`config.mk`:
```
export PLATFORM = sky130hd
export DESIGN_NAME = art_timers
export DESIGN_NICKNAME = d
export VERILOG_FILES = /design/src/verilog/art_pkg.sv /design/src/verilog/art_timers.sv /design/src/verilog/art_sync_edge.sv
export SDC_FILE = /design/constraint.sdc
export NUM_CORES = 1
export LEC_CHECK = 0
export BUFFER_PORTS_ARGS = -buffer_cell sky130_fd_sc_hd__buf_4
export CAP_MARGIN = 20
export CORE_MARGIN = 2
export CORE_UTILIZATION = 62
export CTS_BUF_LIST = sky130_fd_sc_hd__clkbuf_16
export DETAILED_ROUTE_END_ITERATION = 6
export GPL_TIMING_DRIVEN = 0
export MAX_ROUTING_LAYER = met4
export PLACE_DENSITY = 0.8
export SLEW_MARGIN = 20
export SYNTH_ARGS = -nofsm -noshare
export SYNTH_HDL_FRONTEND = slang
export SYNTH_SLANG_ARGS = --single-unit
```
`constraint.sdc`:
```
create_clock -name clk_sys_in -period 2.7 [get_ports clk_sys_in]
set_input_delay 0.135 -clock clk_sys_in [delete_from_list [all_inputs] [get_ports clk_sys_in]]
set_output_delay 0.135 -clock clk_sys_in [all_outputs]
set_load 0.005 [all_outputs]
```
`src/verilog/art_pkg.sv`:
```
// constants shared by the auto-reload timer block
package art_pkg;
    // special-function register addresses
    localparam logic [7:0] ADDR_TCTL = 8'h88;
    localparam logic [7:0] ADDR_TMODE = 8'h89;
    localparam logic [7:0] ADDR_T0_COUNT = 8'h8A;
    localparam logic [7:0] ADDR_T1_COUNT = 8'h8B;
    localparam logic [7:0] ADDR_T0_RELOAD = 8'h8C;
    localparam logic [7:0] ADDR_T1_RELOAD = 8'h8D;
    localparam logic [7:0] ADDR_IMASK = 8'hA8;
    localparam logic [7:0] ADDR_T2_CTL = 8'hC8;
    localparam logic [7:0] ADDR_T2_RLD_LOW = 8'hCA;
    localparam logic [7:0] ADDR_T2_RLD_HIGH = 8'hCB;
    localparam logic [7:0] ADDR_T2_CNT_LOW = 8'hCC;
    localparam logic [7:0] ADDR_T2_CNT_HIGH = 8'hCD;
    localparam logic [7:0] ADDR_EXT_CFG = 8'hE4;
    // reset value of every register
    localparam logic [7:0] REG_RESET = 8'h00;
    // timer control: timer n flag at OVF_BASE+2n, run at RUN_BASE+2n
    localparam int TCTL_OVF_BASE = 5;
    localparam int TCTL_RUN_BASE = 4;
    // timer mode: timer n fields start at 4n
    localparam int TMODE_STRIDE = 4;
    localparam int TMODE_GATE = 3;
    localparam logic [1:0] MODE_AUTO_RELOAD = 2'h2;
    // external input config: polarity of gate n at 3+4n
    localparam int EXT_POL = 3;
    // interrupt mask register
    localparam int IMASK_ALL = 7;
    localparam int IMASK_T2 = 5;
    localparam int IMASK_T0 = 1;
    localparam int IMASK_STRIDE = 2;
    // timer two control
    localparam int T2_HIGH_FLAG = 7;
    localparam int T2_LOW_FLAG = 6;
    localparam int T2_LOW_INT_EN = 5;
    localparam int T2_CAPTURE = 4;
    localparam int T2_SPLIT = 3;
    localparam int T2_RUN = 2;
    // timer two clock dividers
    localparam int SYS_DIV = 12;
    localparam int RTC_DIV = 8;
    localparam logic [7:0] BYTE_ALL_ONES = 8'hFF;
    typedef enum logic [1:0] {
        ART_CLK_SYS = 2'h0,
        ART_CLK_SYS_DIV = 2'h1,
        ART_CLK_RTC_DIV = 2'h2,
        ART_CLK_CMP = 2'h3
    } art_clk_sel_t;
endpackage

```
`src/verilog/art_timers.sv`:
```
// two 8-bit auto-reload timers and a 16-bit auto-reload timer two
`timescale 1ns/1ns
// Function
// - timer zero low byte counts, its high byte holds the reload value
// - count rolling FF to 00 sets timer zero flag and reloads the count
// - enabled timer zero raises its interrupt request while its flag is set
// - the reload byte is never changed by a reload
// - timer one works like timer zero with its own bytes, flag, controls
// - counts when mode is auto-reload, run set, and gate off or gate input at chosen polarity
// - timer two is low plus high byte, split bit picks 16-bit or split
// - timer two clock is sysclk, sysclk/12, rtc/8 or comparator, synced
// - 16-bit rollover loads the reload value and sets the high flag
// - timer two mask and all-enable bit set give an interrupt on every 16-bit overflow outside capture mode
// - with low enable set, low byte rollover also interrupts
// - capture mode measures rtc or comparator period against a clock
// - timer two reload value sits in two software read/write bytes
// - timer two mask passes low or high flag requests, blocks both when 0
module art_timers (
    input wire logic clk_sys_in,
    input wire logic rst_in,
    input wire logic [7:0] sfr_addr_in,
    input wire logic sfr_wr_in,
    input wire logic [7:0] sfr_wdata_in,
    output logic [7:0] sfr_rdata_out,
    input wire logic timer_zero_gate_select_in,
    input wire logic gate1_in,
    input wire logic rtc_osc_in,
    input wire logic cmp_out_in,
    output logic irq_timer0_out,
    output logic irq_timer1_out,
    output logic irq_timer2_out
);
    logic [7:0] count_r [2];
    logic [7:0] reload_r [2];
    logic [1:0] run_r;
    logic [1:0] ovf_flag_r;
    logic [3:0] tctl_low_r;
    logic [7:0] tmode_r;
    logic [7:0] ext_cfg_r;
    logic [7:0] imask_r;
    logic [5:0] t2_ctl_r;
    logic t2_high_flag_r;
    logic t2_low_flag_r;
    logic [7:0] t2_low_r;
    logic [7:0] t2_high_r;
    logic [7:0] t2_rld_low_r;
    logic [7:0] t2_rld_high_r;
    logic [3:0] div12_r;
    logic [2:0] rtc_div_r;
    logic [7:0] rdata_nxt;
    logic [2:0] irq_r;

    function automatic logic wr_at(input logic [7:0] a, input logic [7:0] t);
        wr_at = (a == t);
    endfunction

    // synchronised pins: timer_zero_gate_select, gate1, rtc, comparator
    logic [3:0] pin_raw;
    logic [3:0] pin_lvl;
    logic [3:0] pin_rise;
    assign pin_raw = {cmp_out_in, rtc_osc_in, gate1_in, timer_zero_gate_select_in};

    genvar gi;
    generate
        for (gi = 0; gi < 4; gi++) begin : g_sync
            art_sync_edge u_sync (
                .clk_sys_in(clk_sys_in),
                .rst_in(rst_in),
                .async_in(pin_raw[gi]),
                .level_out(pin_lvl[gi]),
                .rise_out(pin_rise[gi])
            );
        end
    endgenerate

    logic wr_tctl;
    assign wr_tctl = sfr_wr_in & wr_at(sfr_addr_in, art_pkg::ADDR_TCTL);

    // timers zero and one, auto-reload mode
    logic [1:0] t_ovf;
    generate
        for (gi = 0; gi < 2; gi++) begin : g_tmr
            localparam int MB = gi * art_pkg::TMODE_STRIDE;
            localparam int FB = art_pkg::TCTL_OVF_BASE + 2 * gi;
            localparam int RB = art_pkg::TCTL_RUN_BASE + 2 * gi;
            localparam logic [7:0] CNT_A = gi == 0 ? art_pkg::ADDR_T0_COUNT
                                                   : art_pkg::ADDR_T1_COUNT;
            localparam logic [7:0] RLD_A = gi == 0 ? art_pkg::ADDR_T0_RELOAD
                                                   : art_pkg::ADDR_T1_RELOAD;
            logic gate_ok;
            logic running;
            logic [7:0] cnt_nxt;
            logic flag_nxt;
            assign gate_ok = ~tmode_r[MB + art_pkg::TMODE_GATE]
                | (pin_lvl[gi] == ext_cfg_r[MB + art_pkg::EXT_POL]);
            assign running = run_r[gi] & gate_ok
                & (tmode_r[MB+1:MB] == art_pkg::MODE_AUTO_RELOAD);
            assign t_ovf[gi] = running
                & (count_r[gi] == art_pkg::BYTE_ALL_ONES);
            assign cnt_nxt = (sfr_wr_in & wr_at(sfr_addr_in, CNT_A))
                ? sfr_wdata_in
                : t_ovf[gi] ? reload_r[gi]
                : running ? count_r[gi] + 8'h01 : count_r[gi];
            // set wins over a software clear in the same cycle
            assign flag_nxt = t_ovf[gi] ? 1'b1
                : wr_tctl ? sfr_wdata_in[FB] : ovf_flag_r[gi];
            always_ff @(posedge clk_sys_in) begin
                if (rst_in) begin
                    count_r[gi] <= art_pkg::REG_RESET;
                    reload_r[gi] <= art_pkg::REG_RESET;
                    run_r[gi] <= 1'b0;
                    ovf_flag_r[gi] <= 1'b0;
                end else begin
                    count_r[gi] <= cnt_nxt;
                    // only software writes the reload byte
                    if (sfr_wr_in & wr_at(sfr_addr_in, RLD_A)) begin
                        reload_r[gi] <= sfr_wdata_in;
                    end
                    if (wr_tctl) begin
                        run_r[gi] <= sfr_wdata_in[RB];
                    end
                    ovf_flag_r[gi] <= flag_nxt;
                end
            end
        end
    endgenerate

    // timer two clock sources
    art_pkg::art_clk_sel_t clk_sel;
    logic tick12;
    logic tick_rtc;
    logic src_tick;
    assign clk_sel = art_pkg::art_clk_sel_t'(t2_ctl_r[1:0]);
    assign tick12 = (div12_r == 4'(art_pkg::SYS_DIV - 1));
    assign tick_rtc = pin_rise[2]
        & (rtc_div_r == 3'(art_pkg::RTC_DIV - 1));
    assign src_tick = (clk_sel == art_pkg::ART_CLK_SYS) ? 1'b1
        : (clk_sel == art_pkg::ART_CLK_SYS_DIV) ? tick12
        : (clk_sel == art_pkg::ART_CLK_RTC_DIV) ? tick_rtc
        : pin_rise[3];

    // capture mode counts sysclk or sysclk/12 and samples on rtc/8 or cmp
    logic capture;
    logic split;
    logic t2_run;
    logic t2_tick;
    logic cap_event;
    assign capture = t2_ctl_r[art_pkg::T2_CAPTURE];
    assign split = t2_ctl_r[art_pkg::T2_SPLIT];
    assign t2_run = t2_ctl_r[art_pkg::T2_RUN];
    assign t2_tick = t2_run & (capture ? (clk_sel[0] ? tick12 : 1'b1)
                                       : src_tick);
    assign cap_event = t2_run & capture
        & (clk_sel[1] ? pin_rise[3] : tick_rtc);

    logic low_ovf;
    logic high_ovf;
    logic full_ovf;
    logic reload16;
    logic [7:0] t2_low_nxt;
    logic [7:0] t2_high_nxt;
    logic [7:0] rld_low_nxt;
    logic [7:0] rld_high_nxt;
    logic t2_high_flag_nxt;
    logic t2_low_flag_nxt;
    logic wr_t2_ctl;
    assign low_ovf = t2_tick & (t2_low_r == art_pkg::BYTE_ALL_ONES);
    assign high_ovf = t2_tick & (t2_high_r == art_pkg::BYTE_ALL_ONES);
    assign full_ovf = low_ovf & (t2_high_r == art_pkg::BYTE_ALL_ONES);
    assign reload16 = full_ovf & ~split & ~capture;
    assign t2_low_nxt = (sfr_wr_in
            & wr_at(sfr_addr_in, art_pkg::ADDR_T2_CNT_LOW)) ? sfr_wdata_in
        : (reload16 | (split & ~capture & low_ovf)) ? t2_rld_low_r
        : t2_tick ? t2_low_r + 8'h01 : t2_low_r;
    assign t2_high_nxt = (sfr_wr_in
            & wr_at(sfr_addr_in, art_pkg::ADDR_T2_CNT_HIGH)) ? sfr_wdata_in
        : (reload16 | (split & ~capture & high_ovf)) ? t2_rld_high_r
        : (split & ~capture) ? (t2_tick ? t2_high_r + 8'h01 : t2_high_r)
        : low_ovf ? t2_high_r + 8'h01 : t2_high_r;
    // capture copies the running count into the reload bytes
    assign rld_low_nxt = cap_event ? t2_low_r
        : (sfr_wr_in & wr_at(sfr_addr_in, art_pkg::ADDR_T2_RLD_LOW))
        ? sfr_wdata_in : t2_rld_low_r;
    assign rld_high_nxt = cap_event ? t2_high_r
        : (sfr_wr_in & wr_at(sfr_addr_in, art_pkg::ADDR_T2_RLD_HIGH))
        ? sfr_wdata_in : t2_rld_high_r;
    assign wr_t2_ctl = sfr_wr_in & wr_at(sfr_addr_in, art_pkg::ADDR_T2_CTL);
    assign t2_high_flag_nxt = (reload16 | cap_event
            | (split & ~capture & high_ovf)) ? 1'b1
        : wr_t2_ctl ? sfr_wdata_in[art_pkg::T2_HIGH_FLAG] : t2_high_flag_r;
    assign t2_low_flag_nxt = low_ovf ? 1'b1
        : wr_t2_ctl ? sfr_wdata_in[art_pkg::T2_LOW_FLAG] : t2_low_flag_r;

    always_ff @(posedge clk_sys_in) begin
        if (rst_in) begin
            t2_low_r <= art_pkg::REG_RESET;
            t2_high_r <= art_pkg::REG_RESET;
            t2_rld_low_r <= art_pkg::REG_RESET;
            t2_rld_high_r <= art_pkg::REG_RESET;
            t2_high_flag_r <= 1'b0;
            t2_low_flag_r <= 1'b0;
            t2_ctl_r <= 6'h00;
        end else begin
            t2_low_r <= t2_low_nxt;
            t2_high_r <= t2_high_nxt;
            t2_rld_low_r <= rld_low_nxt;
            t2_rld_high_r <= rld_high_nxt;
            t2_high_flag_r <= t2_high_flag_nxt;
            t2_low_flag_r <= t2_low_flag_nxt;
            if (wr_t2_ctl) begin
                t2_ctl_r <= sfr_wdata_in[5:0];
            end
        end
    end

    // clock dividers for timer two
    always_ff @(posedge clk_sys_in) begin
        if (rst_in) begin
            div12_r <= 4'h0;
            rtc_div_r <= 3'h0;
        end else begin
            div12_r <= tick12 ? 4'h0 : div12_r + 4'h1;
            if (pin_rise[2]) begin
                rtc_div_r <= rtc_div_r + 3'h1;
            end
        end
    end

    // plain configuration registers
    always_ff @(posedge clk_sys_in) begin
        if (rst_in) begin
            tctl_low_r <= 4'h0;
            tmode_r <= art_pkg::REG_RESET;
            ext_cfg_r <= art_pkg::REG_RESET;
            imask_r <= art_pkg::REG_RESET;
        end else begin
            if (wr_tctl) begin
                tctl_low_r <= sfr_wdata_in[3:0];
            end
            if (sfr_wr_in & wr_at(sfr_addr_in, art_pkg::ADDR_TMODE)) begin
                tmode_r <= sfr_wdata_in;
            end
            if (sfr_wr_in & wr_at(sfr_addr_in, art_pkg::ADDR_EXT_CFG)) begin
                ext_cfg_r <= sfr_wdata_in;
            end
            if (sfr_wr_in & wr_at(sfr_addr_in, art_pkg::ADDR_IMASK)) begin
                imask_r <= sfr_wdata_in;
            end
        end
    end

    // interrupt requests follow the flags while enabled
    logic [2:0] irq_nxt;
    logic all_en;
    assign all_en = imask_r[art_pkg::IMASK_ALL];
    assign irq_nxt[0] = all_en & imask_r[art_pkg::IMASK_T0]
        & ovf_flag_r[0];
    assign irq_nxt[1] = all_en
        & imask_r[art_pkg::IMASK_T0 + art_pkg::IMASK_STRIDE]
        & ovf_flag_r[1];
    assign irq_nxt[2] = all_en & imask_r[art_pkg::IMASK_T2]
        & (t2_high_flag_r | (t2_low_flag_r
        & t2_ctl_r[art_pkg::T2_LOW_INT_EN]));

    // read decode
    always_comb begin
        rdata_nxt = 8'h00;
        if (sfr_addr_in == art_pkg::ADDR_TCTL) begin
            rdata_nxt = {ovf_flag_r[1], run_r[1], ovf_flag_r[0], run_r[0],
                         tctl_low_r};
        end else if (sfr_addr_in == art_pkg::ADDR_TMODE) begin
            rdata_nxt = tmode_r;
        end else if (sfr_addr_in == art_pkg::ADDR_T0_COUNT) begin
            rdata_nxt = count_r[0];
        end else if (sfr_addr_in == art_pkg::ADDR_T1_COUNT) begin
            rdata_nxt = count_r[1];
        end else if (sfr_addr_in == art_pkg::ADDR_T0_RELOAD) begin
            rdata_nxt = reload_r[0];
        end else if (sfr_addr_in == art_pkg::ADDR_T1_RELOAD) begin
            rdata_nxt = reload_r[1];
        end else if (sfr_addr_in == art_pkg::ADDR_IMASK) begin
            rdata_nxt = imask_r;
        end else if (sfr_addr_in == art_pkg::ADDR_T2_CTL) begin
            rdata_nxt = {t2_high_flag_r, t2_low_flag_r, t2_ctl_r};
        end else if (sfr_addr_in == art_pkg::ADDR_T2_RLD_LOW) begin
            rdata_nxt = t2_rld_low_r;
        end else if (sfr_addr_in == art_pkg::ADDR_T2_RLD_HIGH) begin
            rdata_nxt = t2_rld_high_r;
        end else if (sfr_addr_in == art_pkg::ADDR_T2_CNT_LOW) begin
            rdata_nxt = t2_low_r;
        end else if (sfr_addr_in == art_pkg::ADDR_T2_CNT_HIGH) begin
            rdata_nxt = t2_high_r;
        end else if (sfr_addr_in == art_pkg::ADDR_EXT_CFG) begin
            rdata_nxt = ext_cfg_r;
        end
    end

    always_ff @(posedge clk_sys_in) begin
        if (rst_in) begin
            sfr_rdata_out <= 8'h00;
            irq_r <= 3'h0;
        end else begin
            sfr_rdata_out <= rdata_nxt;
            irq_r <= irq_nxt;
        end
    end

    assign irq_timer0_out = irq_r[0];
    assign irq_timer1_out = irq_r[1];
    assign irq_timer2_out = irq_r[2];
endmodule // art_timers

```
`src/verilog/art_sync_edge.sv`:
```
// two-flop synchroniser with rising-edge detect
`timescale 1ns/1ns
module art_sync_edge (
    input wire logic clk_sys_in,
    input wire logic rst_in,
    input wire logic async_in,
    output logic level_out,
    output logic rise_out
);
    logic meta_r;
    logic sync_r;
    logic prev_r;

    always_ff @(posedge clk_sys_in) begin
        if (rst_in) begin
            meta_r <= 1'b0;
            sync_r <= 1'b0;
            prev_r <= 1'b0;
        end else begin
            meta_r <= async_in;
            sync_r <= meta_r;
            prev_r <= sync_r;
        end
    end

    assign level_out = sync_r;
    assign rise_out = sync_r & ~prev_r;
endmodule // art_sync_edge

```
==> results of run 1 <==
cells in the mapped netlist, types with 3 or more instances:
cell,n,area [sq um]
a32oi_1,4,35.0
inv_1,12,45.0
o22ai_1,10,62.6
a2111oi_0,4,35.0
nor3_1,15,75.1
nand2_1,82,308
nand2b_1,7,43.8
o21a_1,4,30.0
xor2_1,3,26.3
mux2i_1,62,621
o21ai_0,45,225
and3_2,3,22.5
ha_1,7,87.6
o221ai_1,3,26.3
buf_2,4,20.0
a22oi_1,8,60.1
nand4_1,15,93.8
edfxtp_1,16,480
nor3b_1,5,37.5
o211ai_1,5,37.5
a211o_1,3,26.3
clkbuf_1,53,199
nand3_1,54,270
a211oi_1,35,263
and2_1,19,119
dfxtp_1,116,2320
a22o_1,4,35.0
nor2_1,92,345
or3_1,3,18.8
and3_1,10,62.6
nor2b_1,19,119
a32o_1,6,60.1
buf_1,4,15.0
xnor2_1,3,26.3
a21oi_1,56,280
and4_1,7,61.3
o31ai_1,4,30.0
a21o_1,3,22.5
mux2_2,6,67.6
a31oi_1,11,68.8
nand3b_1,5,37.5
worst paths after layout:
kind	from	end	slack [ns]	cells past startpoint
max reg2reg	rtc_div_r[0]$_SDFFE_PP0N_	t2_high_r[0]$_SDFFE_PP0P_	0.08	10
max	rtc_div_r[0]$_SDFFE_PP0N_	t2_high_r[0]$_SDFFE_PP0P_	0.08	10
min reg2reg	g_sync[3].u_sync.meta_r$_SDFF_PP0_	g_sync[3].u_sync.level_out$_SDFF_PP0_	0.46	1
min	sfr_wdata_in[6]	t2_low_r[6]$_SDFFE_PP0P_	0.02	3
repair_timing:
item / CTS / global route
resized for setup: 1 / 4
setup endpoints to repair: 5 / 10
hold buffers: 4 / 0
pin swaps: 0 / 1
hold endpoints to repair: 4 / 0
metrics by stage:
step | worst slack (ns) | utilization [%] | hold slack, ns | total power (W) | instances
floorplan | 0.417 | - | 0.263 | 0.00223 | 872
global placement | -0.0133 | 67.3 | 0.346 | 0.00237 | 1045
detailed placement | -0.0685 | 67.3 | 0.357 | 0.00238 | 1045
CTS | 0.0169 | 72.8 | 0.0194 | 0.00466 | 1080
global route | 0.00340 | 73.0 | 0.0249 | 0.00478 | 1080
finish | 0.0815 | 73.0 | 0.0204 | 0.00470 | 1080
worst max-delay path, cell delays in order (launching register included):
cell and delay, ns:
dfxtp_1 0.32, ha_1 0.20, ha_1 0.17, and3b_1 0.20, or3b_2 0.47, and4_1 0.25, clkbuf_1 0.20, buf_2 0.23
nand3_1 0.11, o211ai_1 0.13, a22o_1 0.23
layout make-up:
type / instances / area share, %
timing repair buffer: 34 / 3.18
clock buffer: 18 / 5.41
multi-input combinational: 664 / 50.2
clock inverter: 13 / 1.68
buffer: 64 / 3.17
sequential: 132 / 33.6
inverter: 12 / 0.541
tap: 143 / 2.15
kinds of logic after synthesis:
group                      count (synthesis)
and+or+nand+nor                          355
AOI/OAI and AO/OA                        228
DFF                                      132
buffers and inverters                     76
muxes                                     68
adders and majority gates                  7
xor gates and xnor gates                   6
per-layer routing:
metal / track usage (%) / vias up / part of all wire (%)
li1: - / 3332 / -
met1: 53.5 / 3589 / 36
met2: 69.9 / 643 / 45
met3: 13.1 / 181 / 12
met4: 28.5 / 0 / 7.5
met5: - / - / 0
power by group through the flow:
stage	logic [W]	registers, W	clock network (W)
3_3_place_gp	0.000296	0.00207	0
6_report	0.000331	0.00204	0.00233
4_1_cts	0.000310	0.00203	0.00232
3_5_place_dp	0.000303	0.00207	0
5_1_grt	0.000344	0.00204	0.00240
2_1_floorplan	0.000166	0.00207	0
==> out/qor.yml, run 1 <==
timing:
  worst_pin_slew_ns: 1.14
  hold_violations: 0
  max_freq_ghz: 0.382
  finClkSkew_ns: 0.0108
  slew_headroom_pct: 23.4
  setup_viol: 0
  period_share_pct: 97.0
  slew_violations: 0
  min_period_ns: 2.62
  fin_tns_setup_ns: 0
  rsz0062_at_grt: "no"
grt:
  globalRouteTotalUtil_pct: 45.9
  antenna_found_initial: 0
  grt-ovfl-total: 0
  grt_max_degree: 17
  grt_pass1_vias: 7599
  grt_pass1_wl_um: 42800
synth:
  synth_top_family_by_area: "simple AND/OR/NAND/NOR gates"
  syn_area_sq_mm: 0.00728
  ys_types: 75
  syn_nets: 902
  synth-edff-count: 16
  yosys_warnings: 0
  yosys_most_used_dff: "dfxtp_1"
  synthSimpleGateAreaFrac_pct: 24.9
  muxShareOfSynthArea_pct: 9.46
  ys_seq_elements: 132
  synthAdderAreaFrac_pct: 1.20
  synth_cells: 872
  synth_compound_area_share_pct: 21.0
  ys_async_sr_fraction_pct: 0
  synth-xor-area-share_pct: 0.722
  syn_area_per_cell_sq_um: 8.35
  ys_seq_area_share_pct: 38.5
pwr:
  pwr-share-seq_pct: 43.4
  sw_frac_of_total_pct: 23.7
  cellPowerDensity_mw_per_mm2: 564
  p_switching_w: 0.00111
  clock_power_share_pct: 49.6
  p_comb_share_pct: 7.1
  p_leak_nw: 3.26
  intPower_w: 0.00358
  vdd_drop_max_uv: 851
cts:
  htree_num_levels: 4
  cts.sinks: 132
  clk_pin_slew_ns: 0.06
  cts_tree: "yes"
  post_cts_buffers: 0
  clk_path_buf_depth: 2
  clkLatencyLatePin_ns: 0.43
  cts_root_buf: "clkbuf_16"
  cts_buffers: 17
place:
  place_area_sq_mm: 0.00768
  port_buffers: 30
  dp_hpwl_um: 19600
  gp_congestion: 1.12
finish:
  fillers: 844
  final_common_cell: "dfxtp_1"
  area_growth_pct: 14.5
  final_cell_mix: "dfxtp_1 (116), nor2_1 (92), nand2_1 (82)"
  design_area_sq_mm: 0.00833
  largest_registers: "count_r (16), reload_r (16)"
  multiInputGateArea_sq_mm: 0.00419
  n_antenna_cell: 0
  layout-drive-gt1-share_pct: 9.28
  num-nets-final: 955
  regArea_sq_mm: 0.00280
route:
  ant_nets: 0
  drc: 0
  drtIter0Drc: 1100
  viasPerCell: 7.17
  drt-total-wl_um: 27800
  wire_per_inst_um: 25.8
  drt-pass1-iter-count: 6
  routed-via-count: 7745
floorplan:
  dieArea_sq_mm: 0.0126
  die_h_um: 112
  die_w_um: 112
  rows: 39
  core_area_sq_mm: 0.0114
  ioPinCount: 34
  initial_core_util_pct: 63.7
run:
  maxCapViolCount: 0
worst_hold_path:
  min_path_type: "input port to flip-flop"
worst_setup_path:
  crit_arrival_ns: 2.93
  cp-end-kind: "flip-flop"
  cp.required_ns: 3.01
  crit_path_start_kind: "flip-flop"
  crit_fanout: 10
  path_class: "flip-flop to flip-flop"
status:
  outcome: "completed"
Power figures use the tool's default switching activity.
==> inputs of run 2 (changes only) <==
--- a/config.mk
+++ b/config.mk
@@ -15,4 +15,3 @@
 export MAX_ROUTING_LAYER = met4
-export PLACE_DENSITY = 0.8
-export SLEW_MARGIN = 20
+export PLACE_DENSITY = 0.77
 export SYNTH_ARGS = -nofsm -noshare
--- a/constraint.sdc
+++ b/constraint.sdc
@@ -3,2 +3,2 @@
 set_output_delay 0.135 -clock clk_sys_in [all_outputs]
-set_load 0.005 [all_outputs]
+set_load 0.02 [all_outputs]
==> out/qor.yml, run 2 (same netlist as run 1, synthesis figures left out) <==
floorplan:
  dieArea_sq_mm: 0.0126
  ioPinCount: 34
  die_h_um: 112
  core_area_sq_mm: 0.0114
  rows: 39
  die_w_um: 112
  initial_core_util_pct: 63.7
timing:
  rsz0062_at_grt: "no"
  min_period_ns: 2.72
  fin_tns_setup_ns: -0.0196
  hold_violations: 0
  setup_viol: 1
  period_share_pct: 101
  slew_headroom_pct: 31.4
  worst_pin_slew_ns: 1.03
  finClkSkew_ns: 0.00658
  setup_ws_ns: -0.0196
  max_freq_ghz: 0.368
  slew_violations: 0
pwr:
  cellPowerDensity_mw_per_mm2: 578
  p_leak_nw: 3.29
  vdd_drop_max_uv: 662
  clock_power_share_pct: 51.0
  intPower_w: 0.00366
  p_switching_w: 0.00118
  pwr-share-seq_pct: 42.1
  p_comb_share_pct: 7.0
  sw_frac_of_total_pct: 24.3
finish:
  n_antenna_cell: 0
  num-nets-final: 956
  largest_registers: "count_r (16), reload_r (16)"
  area_growth_pct: 14.9
  final_common_cell: "dfxtp_1"
  fin_cells: 1082
  final_cell_mix: "dfxtp_1 (114), nor2_1 (92), nand2_1 (82)"
  layout-drive-gt1-share_pct: 9.80
route:
  drc: 6
  ant_nets: 0
  drtIter0Drc: 1418
  drt-pass1-iter-count: 7
  drt-total-wl_um: 28200
  viasPerCell: 7.24
  routed-via-count: 7838
  wire_per_inst_um: 26.0
grt:
  grt_pass1_wl_um: 43000
  globalRouteTotalUtil_pct: 46.3
  antenna_found_initial: 0
  grt_max_degree: 17
  grt-ovfl-total: 0
  grt_pass1_vias: 7421
run:
  maxCapViolCount: 0
cts:
  post_cts_buffers: 0
  cts_buffers: 17
  clk_path_buf_depth: 2
  clkLatencyLatePin_ns: 0.43
  htree_num_levels: 4
  cts_root_buf: "clkbuf_16"
  cts.sinks: 132
  cts_tree: "yes"
  clk_pin_slew_ns: 0.06
worst_setup_path:
  cp.required_ns: 3.02
  cp-end-kind: "flip-flop"
  path_class: "input port to flip-flop"
  crit_fanout: 10
  crit_arrival_ns: 3.04
  crit_path_start_kind: "input port"
status:
  violations: "DRC, setup timing"
  outcome: "complete, but fails checks"
place:
  dp_hpwl_um: 19600
  port_buffers: 30
  gp_congestion: 1.12
  dpl.cell_count: 1045
worst_hold_path:
  min_path_type: "input port to flip-flop"
run 2: layout make-up:
type / instances / area, sq um
multi-input combinational: 664 / 4170
clock inverter: 13 / 153
tap: 143 / 179
buffer: 64 / 265
fill: 853 / 3060
timing repair buffer: 35 / 273
inverter: 12 / 45.0
sequential: 132 / 2810
clock buffer: 19 / 475
run 2: worst paths after layout:
kind                                       from                               endpoint  slack [ns]  cells after the start
max                              sfr_addr_in[0]            sfr_rdata_out[7]$_SDFF_PP0_       -0.02                      8
min                             sfr_wdata_in[6]               t2_low_r[6]$_SDFFE_PP0P_        0.01                      3
max reg2reg           t2_high_r[1]$_SDFFE_PP0P_               t2_low_r[7]$_SDFFE_PP0P_        0.11                      6
min reg2reg  g_sync[1].u_sync.meta_r$_SDFF_PP0_  g_sync[1].u_sync.level_out$_SDFF_PP0_        0.44                      1
run 2: routing by layer:
metal	track usage [%]	up-vias	share of wire, %
met5	-	-	0
met4	30.7	0	8.2
met3	10.7	188	12
met2	69.2	673	44
met1	55.8	3630	36
li1	-	3347	-
run 2: per-stage QoR:
step | setup slack, ns | total power (W) | instance area (sq um) | utilization (%) | hold WS (ns)
5_1_grt | 0.0206 | 0.00490 | 8360 | 73.2 | 0.0547
2_1_floorplan | 0.417 | 0.00223 | 7280 | - | 0.263
6_report | -0.0196 | 0.00483 | 8360 | 73.2 | 0.0141
4_1_cts | 0.0189 | 0.00480 | 8350 | 73.1 | 0.00468
3_5_place_dp | -0.0520 | 0.00238 | 7680 | 67.3 | 0.355
3_3_place_gp | -0.0844 | 0.00237 | 7680 | 67.3 | 0.347
run 2: repair_timing:
action                     4_1_cts  5_1_grt
hold buffers                     4        0
hold endpoints to repair         4        0
resized for setup                0        8
setup endpoints to repair        0       12
run 2: power groups by stage:
stage	clock network, W	logic, W	registers [W]
5_1_grt	0.00252	0.000344	0.00204
3_5_place_dp	0	0.000306	0.00207
4_1_cts	0.00245	0.000312	0.00203
2_1_floorplan	0	0.000166	0.00207
3_3_place_gp	0	0.000300	0.00207
6_report	0.00246	0.000336	0.00203
run 2: critical path, cell delays in order:
cell	delay (ns)
buf_4	0.10
buf_2	0.22
clkbuf_1	0.53
buf_1	0.70
mux2i_1	0.17
o21ai_0	0.70
a22oi_1	0.16
a211oi_1	0.31
